==> src/mdu_pkg.sv <==
`default_nettype none
package muldiv_pkg;
   // Register selects on the CPU side port.
   localparam logic [2:0] SEL_BYTE0 = 3'h0;
   localparam logic [2:0] SEL_BYTE1 = 3'h1;
   localparam logic [2:0] SEL_BYTE2 = 3'h2;
   localparam logic [2:0] SEL_BYTE3 = 3'h3;
   localparam logic [2:0] SEL_BYTE4 = 3'h4;
   localparam logic [2:0] SEL_BYTE5 = 3'h5;
   localparam logic [2:0] SEL_STATUS = 3'h6;
   localparam int NUM_BYTES = 6;
   // Status register layout and reset value.
   localparam int STAT_ERR_BIT = 7;
   localparam int STAT_OVF_BIT = 6;
   localparam logic [7:0] STAT_RESET = 8'h00;
   localparam logic [7:0] BYTE_RESET = 8'h00;
   // Calculation times in system clock periods.
   localparam int CYC_DIV32 = 17;
   localparam int CYC_DIV16 = 9;
   localparam int CYC_MUL = 11;
   localparam logic [4:0] CNT_DIV32 = 5'(CYC_DIV32 - 1);
   localparam logic [4:0] CNT_DIV16 = 5'(CYC_DIV16 - 1);
   localparam logic [4:0] CNT_MUL = 5'(CYC_MUL - 1);
   // Index of the last result byte in the read order.
   localparam logic [2:0] LAST_RD_DIV = 3'h5;
   localparam logic [2:0] LAST_RD_MUL = 3'h3;
   localparam logic [15:0] PRODUCT_LIMIT = 16'hFFFF;
   typedef enum logic [1:0] {OP_DIV32, OP_DIV16, OP_MUL} op_e;
endpackage : muldiv_pkg
`default_nettype wire

==> src/mdu_arith_core.sv <==
`default_nettype none
module muldiv_arith_core (
   input wire logic mclk,
   input wire logic sys_rst,
   input wire logic start,
   input wire muldiv_pkg::op_e op,
   input wire logic [31:0] operand_a,
   input wire logic [15:0] operand_b,
   output logic [47:0] result,
   output logic overflow
);
   logic [47:0] result_reg;
   logic [47:0] result_next;
   logic overflow_reg;
   logic overflow_next;
   logic [31:0] product;

   always_comb begin
      product = operand_a[15:0] * operand_b;
      result_next = result_reg;
      overflow_next = overflow_reg;
      if (start) begin
         unique case (op)
            muldiv_pkg::OP_MUL: begin
               result_next = {16'h0000, product};
               overflow_next = (product > {16'h0000, muldiv_pkg::PRODUCT_LIMIT});
            end
            muldiv_pkg::OP_DIV32, muldiv_pkg::OP_DIV16: begin
               if (operand_b == 16'h0000) begin
                  // A zero divisor gives an all-ones quotient and returns the dividend low word.
                  result_next = {operand_a[15:0], 32'hFFFFFFFF};
                  overflow_next = 1'b1;
               end else begin
                  result_next = {16'(operand_a % {16'h0000, operand_b}), operand_a / {16'h0000, operand_b}};
                  overflow_next = 1'b0;
               end
            end
         endcase
      end
   end

   always_ff @(posedge mclk) begin
      if (sys_rst) begin
         result_reg <= 48'h000000000000;
         overflow_reg <= 1'b0;
      end else begin
         result_reg <= result_next;
         overflow_reg <= overflow_next;
      end
   end

   assign result = result_reg;
   assign overflow = overflow_reg;
endmodule : muldiv_arith_core
`default_nettype wire

==> src/mult_div_unit.sv <==
`default_nettype none
// What this block does
// - 32/16 divide takes dividend bytes via bytes 0-3, then divisor via 4, 5.
// - 16/16 divide takes writes in order byte 0, 1, 4, 5.
// - 16x16 multiply takes writes in order byte 0, 4, 1, 5.
// - Calculation lasts 17, 9 or 11 clocks for div32, div16, multiply.
// - Div32 results: quotient in bytes 0-3, remainder in bytes 4-5.
// - Div16 results: quotient in bytes 0-1, remainder in bytes 4-5.
// - Multiply result: product bytes 0-3 in bytes 0-3.
// - Read order is tracked; unrelated cycles between reads do no harm.
// - On completion, results replace the operands in the byte registers.
// - Only a write of byte 5 ending a valid order starts work.
// - Byte access while busy sets error flag; status read after completion clears it.
// - Overflow flag updates at completion: product above FFFF or zero divisor.
module mult_div_unit (
   input wire logic mclk,
   input wire logic sys_rst,
   input wire logic [2:0] reg_sel,
   input wire logic reg_wr,
   input wire logic reg_rd,
   input wire logic [7:0] reg_wdata,
   output logic [7:0] reg_rdata,
   output logic busy,
   output logic results_pending
);
   typedef enum logic [3:0] {
      SEQ_NONE, SEQ_B0, SEQ_DIV_B1, SEQ_D32_B2, SEQ_D32_B3, SEQ_D32_B4,
      SEQ_D16_B4, SEQ_MUL_B4, SEQ_MUL_B1
   } seq_e;

   logic [5:0][7:0] data_reg;
   logic [5:0][7:0] data_next;
   seq_e seq_reg;
   seq_e seq_next;
   logic busy_reg;
   logic busy_next;
   logic [4:0] cnt_reg;
   logic [4:0] cnt_next;
   muldiv_pkg::op_e op_reg;
   muldiv_pkg::op_e op_next;
   logic err_reg;
   logic err_next;
   logic ovf_reg;
   logic ovf_next;
   logic [2:0] rd_idx_reg;
   logic [2:0] rd_idx_next;
   logic pending_reg;
   logic pending_next;
   logic [7:0] rdata_reg;
   logic [7:0] rdata_next;
   logic data_sel;
   logic wr_ok;
   logic start;
   logic done;
   muldiv_pkg::op_e start_op;
   logic [31:0] operand_a;
   logic [15:0] operand_b;
   logic [47:0] core_result;
   logic core_ovf;

   // Advances the write order tracker by one accepted byte write.
   function automatic seq_e seq_step(input seq_e cur, input logic [2:0] idx);
      seq_e nxt;
      nxt = SEQ_NONE;
      unique case (cur)
         SEQ_B0: begin
            if (idx == muldiv_pkg::SEL_BYTE1) nxt = SEQ_DIV_B1;
            else if (idx == muldiv_pkg::SEL_BYTE4) nxt = SEQ_MUL_B4;
         end
         SEQ_DIV_B1: begin
            if (idx == muldiv_pkg::SEL_BYTE2) nxt = SEQ_D32_B2;
            else if (idx == muldiv_pkg::SEL_BYTE4) nxt = SEQ_D16_B4;
         end
         SEQ_D32_B2: begin
            if (idx == muldiv_pkg::SEL_BYTE3) nxt = SEQ_D32_B3;
         end
         SEQ_D32_B3: begin
            if (idx == muldiv_pkg::SEL_BYTE4) nxt = SEQ_D32_B4;
         end
         SEQ_MUL_B4: begin
            if (idx == muldiv_pkg::SEL_BYTE1) nxt = SEQ_MUL_B1;
         end
         SEQ_NONE, SEQ_D32_B4, SEQ_D16_B4, SEQ_MUL_B1: nxt = SEQ_NONE;
      endcase
      // A stray write to byte 0 always opens a fresh order.
      if (nxt == SEQ_NONE && idx == muldiv_pkg::SEL_BYTE0) nxt = SEQ_B0;
      return nxt;
   endfunction : seq_step

   assign data_sel = (reg_sel <= muldiv_pkg::SEL_BYTE5);
   assign wr_ok = reg_wr && data_sel && !busy_reg;

   // Start decode; other interleaved cycles leave the tracker untouched.
   always_comb begin
      start = 1'b0;
      start_op = muldiv_pkg::OP_DIV32;
      if (wr_ok && reg_sel == muldiv_pkg::SEL_BYTE5) begin
         unique case (seq_reg)
            SEQ_D32_B4: begin
               start = 1'b1;
               start_op = muldiv_pkg::OP_DIV32;
            end
            SEQ_D16_B4: begin
               start = 1'b1;
               start_op = muldiv_pkg::OP_DIV16;
            end
            SEQ_MUL_B1: begin
               start = 1'b1;
               start_op = muldiv_pkg::OP_MUL;
            end
            default: start = 1'b0;
         endcase
      end
   end

   // Operands are gathered here; byte 5 comes straight from the bus as it is being written.
   always_comb begin
      operand_a = {16'h0000, data_reg[1], data_reg[0]};
      if (start_op == muldiv_pkg::OP_DIV32) begin
         operand_a = {data_reg[3], data_reg[2], data_reg[1], data_reg[0]};
      end
      operand_b = {reg_wdata, data_reg[4]};
   end

   muldiv_arith_core u_core (
      .mclk(mclk),
      .sys_rst(sys_rst),
      .start(start),
      .op(start_op),
      .operand_a(operand_a),
      .operand_b(operand_b),
      .result(core_result),
      .overflow(core_ovf)
   );

   assign done = busy_reg && (cnt_reg == 5'h00);

   always_comb begin
      data_next = data_reg;
      seq_next = seq_reg;
      busy_next = busy_reg;
      cnt_next = cnt_reg;
      op_next = op_reg;
      err_next = err_reg;
      ovf_next = ovf_reg;
      rd_idx_next = rd_idx_reg;
      pending_next = pending_reg;
      rdata_next = rdata_reg;
      if (wr_ok) begin
         data_next[reg_sel] = reg_wdata;
         seq_next = start ? SEQ_NONE : seq_step(seq_reg, reg_sel);
      end
      if (start) begin
         busy_next = 1'b1;
         op_next = start_op;
         pending_next = 1'b0;
         unique case (start_op)
            muldiv_pkg::OP_DIV32: cnt_next = muldiv_pkg::CNT_DIV32;
            muldiv_pkg::OP_DIV16: cnt_next = muldiv_pkg::CNT_DIV16;
            muldiv_pkg::OP_MUL: cnt_next = muldiv_pkg::CNT_MUL;
         endcase
      end else if (busy_reg) begin
         cnt_next = cnt_reg - 5'h01;
      end
      if (done) begin
         busy_next = 1'b0;
         ovf_next = core_ovf;
         rd_idx_next = muldiv_pkg::SEL_BYTE0;
         pending_next = 1'b1;
         for (int i = 0; i < muldiv_pkg::NUM_BYTES; i++) begin
            data_next[i] = core_result[8 * i +: 8];
         end
      end
      if (reg_rd) begin
         if (reg_sel == muldiv_pkg::SEL_STATUS) begin
            rdata_next = muldiv_pkg::STAT_RESET;
            rdata_next[muldiv_pkg::STAT_ERR_BIT] = err_reg;
            rdata_next[muldiv_pkg::STAT_OVF_BIT] = ovf_reg;
            if (!busy_reg) err_next = 1'b0;
         end else if (data_sel) begin
            // Reads during a calculation return zero rather than half-built state.
            rdata_next = busy_reg ? 8'h00 : data_reg[reg_sel];
            if (!busy_reg && pending_reg && reg_sel == rd_idx_reg) begin
               if (reg_sel == ((op_reg == muldiv_pkg::OP_MUL) ? muldiv_pkg::LAST_RD_MUL : muldiv_pkg::LAST_RD_DIV)) begin
                  pending_next = 1'b0;
               end else if (op_reg == muldiv_pkg::OP_DIV16 && reg_sel == muldiv_pkg::SEL_BYTE1) begin
                  rd_idx_next = muldiv_pkg::SEL_BYTE4;
               end else begin
                  rd_idx_next = rd_idx_reg + 3'h1;
               end
            end
         end else begin
            rdata_next = 8'h00;
         end
      end
      // The set is placed last so that it wins over a clear in the same cycle.
      if (busy_reg && data_sel && (reg_wr || reg_rd)) err_next = 1'b1;
   end

   always_ff @(posedge mclk) begin
      if (sys_rst) begin
         data_reg <= {muldiv_pkg::NUM_BYTES{muldiv_pkg::BYTE_RESET}};
         seq_reg <= SEQ_NONE;
         busy_reg <= 1'b0;
         cnt_reg <= 5'h00;
         op_reg <= muldiv_pkg::OP_DIV32;
         err_reg <= 1'b0;
         ovf_reg <= 1'b0;
         rd_idx_reg <= 3'h0;
         pending_reg <= 1'b0;
         rdata_reg <= 8'h00;
      end else begin
         data_reg <= data_next;
         seq_reg <= seq_next;
         busy_reg <= busy_next;
         cnt_reg <= cnt_next;
         op_reg <= op_next;
         err_reg <= err_next;
         ovf_reg <= ovf_next;
         rd_idx_reg <= rd_idx_next;
         pending_reg <= pending_next;
         rdata_reg <= rdata_next;
      end
   end

   assign reg_rdata = rdata_reg;
   assign busy = busy_reg;
   assign results_pending = pending_reg;
endmodule : mult_div_unit
`default_nettype wire
==> config.mk <==
export PLATFORM = sky130hd
export DESIGN_NAME = mult_div_unit
export DESIGN_NICKNAME = d
export VERILOG_FILES = /design/src/mdu_pkg.sv /design/src/mdu_arith_core.sv /design/src/mult_div_unit.sv
export SDC_FILE = /design/constraint.sdc
export NUM_CORES = 2
export LEC_CHECK = 0
export BUFFER_PORTS_ARGS = -buffer_cell sky130_fd_sc_hd__buf_2
export CORE_UTILIZATION = 33
export CTS_BUF_LIST = sky130_fd_sc_hd__clkbuf_2
export DETAILED_ROUTE_END_ITERATION = 7
export PLACE_DENSITY_LB_ADDON = 0.08
export SLEW_MARGIN = 5
export SYNTH_ARGS = -nofsm -noshare
export SYNTH_HDL_FRONTEND = slang
export SYNTH_SLANG_ARGS = --single-unit
==> constraint.sdc <==
create_clock -name mclk -period 132.3 [get_ports mclk]
set_clock_uncertainty 0.1 [all_clocks]
set_input_delay 6.615 -clock mclk [delete_from_list [all_inputs] [get_ports mclk]]
set_output_delay 6.615 -clock mclk [all_outputs]
set_load 0.03 [all_outputs]
==> After elaboration in Yosys (flattened, before gate mapping) <==
Index checks and enable logic that the tools add are counted.
{ "word_totals": {"ff_bits": 123, "in_bits": 15, "output_inout_bits": 10, "word_cells": 127} }
{ "op_classes": {"add_sub_neg": 2, "mul": 1, "div": 2, "n_lt_le_gt_ge": 4, "n_eq_ne": 21, "mux": 52, "n_reduce_logical": 28} }
{ "ops": {"columns": ["operator", "n"], "rows": [
  ["$mux W48", 3],
  ["$pmux W48 S2", 1],
  ["$bwmux W48", 1],
  ["$mux W3", 14],
  ["$mux W8", 5],
  ["$div A32 B16 Y32", 1],
  ["$gt A32 B16 Y1 const B", 1],
  ["$mod A32 B16 Y32", 1],
  ["$mul A16 B16 Y32", 1],
  ["$mux W32", 1],
  ["$bmux W8 S3", 1],
  ["$demux W8 S3", 1],
  ["$pmux W4 S6", 1],
  ["$eq A4 B3 Y1 const B", 4],
  ["$logic_not A16 Y1", 1],
  ["$mux W4", 4],
  ["$pmux W5 S3", 1],
  ["$mux W1", 14],
  ["$logic_and A1 B1 Y1", 11],
  ["$mux W5", 2],
  ["$eq A3 B3 Y1 const B", 3],
  ["$eq A4 B2 Y1 const B", 2],
  ["$logic_not A4 Y1", 2],
  ["$reduce_bool A2 Y1", 4],
  ["other kinds (25)", 30]
]} }

==> Longest topological paths before layout <==
{ "logic_depth": {"ltp_word": 12, "depth_mapped": 486} }

==> Cells and area by module <==
From an unflattened synthesis, not the netlist that was laid out.
{ "hier_totals": {"hier_cells": 4886, "hier_area_um2": 37066.8} }
{ "modules_own_cells": {"columns": ["mod", "n_inst", "cells_each", "area_each_um2"], "rows": [
  ["muldiv_arith_core", 1, 4433, 32916.6],
  ["mult_div_unit", 1, 453, 4150.2]
]} }

==> Least setup slack after synthesis <==
Ideal clock, no wire load.
{ "synth_path": {"path_kind": "input to register", "from": "input port reg_sel[2]", "to": "register u_core.result_reg[38], in the netlist u_core.result[38]", "setup_time_ns": 0.125, "arrival_ns": 98.355, "required_ns": 132.075, "path_slack_ns": 33.720, "path_stages": 462, "cell_sequence": "clkbuf_1 a21oi_1 and2_1 clkbuf_1 and3_1 clkbuf_1 nand2_1 ha_1 clkbuf_1 clkbuf_1 nand2_1 inv_1 ha_1 a32oi_1 ha_1 o21a_1 o21ai_0 nor2_1 [... 426 more ...] a21oi_1 ha_1 a21o_1 a21o_1 a221oi_1 o21ai_0 a21o_1 a21o_1 a211o_1 a21oi_1 nand2_1 a2111oi_0 o211a_2 o211a_1 buf_6 buf_8 mux2i_1 o21ai_1"} }
{ "synth_between": {"elab_chain_len": 10} }
{ "synth_rtl": {"columns": ["item", "line", "rtl"], "rows": [
  ["start: declaration", "mult_div_unit.sv:18", "input wire logic [2:0] reg_sel,"],
  ["$le A3 B3 Y1", "mult_div_unit.sv:90", "assign data_sel = (reg_sel <= muldiv_pkg::SEL_BYTE5);"],
  ["$logic_and A1 B1 Y1 (2 in a row)", "mult_div_unit.sv:91", "assign wr_ok = reg_wr && data_sel && !busy_reg;"],
  ["$logic_and A1 B1 Y1 (*)", "mult_div_unit.sv:97", "if (wr_ok && reg_sel == muldiv_pkg::SEL_BYTE5) begin"],
  ["$mux W2", "mult_div_unit.sv:97", null],
  ["$logic_not A2 Y1", "mdu_arith_core.sv:23, mult_div_unit.sv:119", null],
  ["$mux W32", "mult_div_unit.sv:119", "if (start_op == muldiv_pkg::OP_DIV32) begin"],
  ["$mod A32 B16 Y32", "mdu_arith_core.sv:34", "result_next = {16'(operand_a % {16'h0000, operand_b}), operand_a / {16'h0000, operand_b}};"],
  ["$mux W48", "mdu_arith_core.sv:29", "if (operand_b == 16'h0000) begin"],
  ["$pmux W48 S2", "mdu_arith_core.sv:23", "unique case (op)"],
  ["end signal: assignment", "mdu_arith_core.sv:47", "result_reg <= result_next;"],
  ["end: declaration", "mdu_arith_core.sv:12", "logic [47:0] result_reg;"]
]} }
Every way passes the cells marked *; elsewhere a longest branch is shown, timed or not.
A chain may end at the register's enable or synchronous reset.

==> Worst setup path in the final report <==
{ "layout_path": {"from": "input port reg_sel[1]", "to": "register u_core.result_reg[33], in the netlist u_core.result[33]"} }
The elaborated chain is that of the path after synthesis.

==> results by group <==
Die
  – # IOs: 25
  – Starting Density: 0.332
  – Core area: 111,000 sq um
  – Num rows: 122
  – Die width: 336 microns
  – Die Span Y: 336 microns
  – Total die area: 113,000 sq um

Logic synthesis
  – Post-synthesis cell type count: 132
  – Syn_nets: around 5,700
  – Post-synth top area cell: ha_1
  – Register area share after synthesis: 0.0671
  – Most frequent cells after synthesis: nand2_1 (557), ha_1 (506), nor2_1 (467), inv_1 (336), a21oi_1 (321)
  – Main synth FF type: dfxtp_1
  – Post-Syn Instances: 4,942
  – Average size of a mapped cell: 7.43 sq um
  – Mapped cell area: 36,700 sq um
  – EDFF count, synth: 0
  – Ys async rst share: 0
  – Synth top area cells: ha_1 (17%), fa_1 (11%), dfxtp_1 (6.7%)
  – Top-count cell post-synth: nand2_1
  – Synth top area share: 0.172
  – Syn. warnings: 0
  – FF+latch count, synth: 123

STA
  – Final Cycle Share: 0.827
  – Rel. slew slack: 0.121
  – Worst-margin pin slew: 1.31 ns
  – RSZ-0062 raised after global routing: no
  – Final setup fails: 0
  – Fin crit period: between 100 and 150 ns
  – Worst hold slack: 0.372 ns
  – Final hold vios: 0
  – Fmax: between 9 and 10 MHz
  – Max-slew violations: 0
  – Fin Setup TNS: 0 ns
  – Final WS setup: 22.86 ns

Clocking
  – H-Tree Depth: 4
  – Max Root-Sink Buffers: 2
  – Resized Gates After CTS: 0
  – CTS tree: built
  – Clk slew on worst S/H paths: 0.22 ns
  – Setup Buffers After CTS: 0
  – CTS Hold Buffers Added: 0
  – Sink Count: 123
  – Clock Latency Late Sink: 0.76 ns
  – Clock root buffer: clkbuf_2
  – CTS buffer count: 17

Status
  – Status: finished, final reports clean

Setup path
  – Worst-path maximum fanout: 38
  – CP max stage cell: a31oi_1
  – Max incr delay on CP: 0.90 ns
  – Worst EP arrival: roughly 110 ns
  – Buffer and inverter count on the worst path: 18
  – Worst EP required: 132.89 ns
  – WS Path Type: in2reg
  – Cell repeated most along the worst path: o21a_1
  – Startpoint Class: primary input
  – Critical path's top delay family: compound AO/OA/AOI/OAI gates
  – CP Capture Type: register

Route
  – Via count: approximately 36,000
  – Final ANT Viol Nets: 0
  – WL/cell: 22.5 microns
  – Post-DR vias/cell: 5.68
  – Post-Route WL: 143,000 microns
  – TritonRoute pass-1 iters: 6
  – Detailed-route DRC error count: 0
  – 1st-iter DRT viols: 3,003

Worst hold path
  – Min-Delay Path Class: reg2reg

Place
  – Dpl hpwl: 110,000 microns
  – PortBufs: 24
  – Pre-CTS WS: 23.43 ns
  – GPL Wtd Cong: 0.913
  – DP Area: 38,400 sq um

Global routing
  – Initial antenna violation count: 12
  – Total gr overflow: 0
  – Number of global-route vias before repair: 34,300
  – Largest net degree at the start of global routing: 76
  – GRT Total Usage: 0.250
  – First-pass GRT wire length: 217,000 microns

Cells and area
  – Layout cells sized above 1: 0.0747
  – Final instance area: between 30,000 and 40,000 sq um
  – Final #Nets: 5,566
  – # fillers: 11,900
  – Area added between synthesis and finish: 5.36%

Job
  – Max-Cap Viols: 0
[layer usage]
layer	GRT usage	share of wire
met5	0	0.00032
met4	0.0417	0.018
met3	0.0189	0.048
met2	0.398	0.44
met1	0.370	0.50
[cell type report]
| type | count | area [sq um] | share of cell area |
|---|---|---|---|
| Multi-Input combinational cell | 4267 | 32100 | 0.829 |
| Sequential cell | 123 | 2460 | 0.0637 |
| Tap cell | 1488 | 1860 | 0.0481 |
| Inverter | 343 | 1290 | 0.0333 |
| Timing Repair Buffer | 98 | 678 | 0.0175 |
| Clock inverter | 14 | 219 | 0.00566 |
| Clock buffer | 17 | 85.1 | 0.00220 |
| Antenna cell | 4 | 10.0 | 0.000259 |
[logic make-up after synthesis]
family	synth area share
xor+xnor	0.0580
compound gates	0.259
buf+inv	0.0600
fa+ha+maj	0.279
mux	0.0480
simple gates	0.229
flops	0.0671
[worst min-delay path: cells and delay by family (launching register included)]
family	cells	cell delay, ns
compound gates	1	0.05
simple gates	1	0.05
flops	1	0.36
[cell usage in the layout (no fill, tap or decap), types with 75 or more instances in the layout]
master,n
a21oi_1,320
fa_1,195
a21o_1,115
dfxtp_1,123
buf_4,75
inv_1,325
ha_1,506
o21a_1,192
nor3_1,240
mux2_2,83
xor2_1,109
nor2_1,464
nand2_1,556
o31ai_1,84
o21ai_0,207
xnor2_1,134
[through the flow]
step                      std cells  utilization
final                          6354        0.350
after global routing           6352        0.350
after CTS                      6350        0.350
after detailed placement       6319        0.347
after global placement         6319        0.347
after floorplan                4942            -
[path summary, 6_finish.rpt]
check               startpoint           endpoint  slack (ns)  cells past startpoint
max                 reg_sel[1]  u_core.result[33]       22.86                    419
min          u_core.result[19]  u_core.result[19]        0.37                      2
max reg2reg               busy  u_core.result[33]       28.57                    418
min reg2reg  u_core.result[19]  u_core.result[19]        0.37                      2
Power is not shown: default switching activity piles up to over one toggle a cycle in this logic, so the estimate is an artifact.
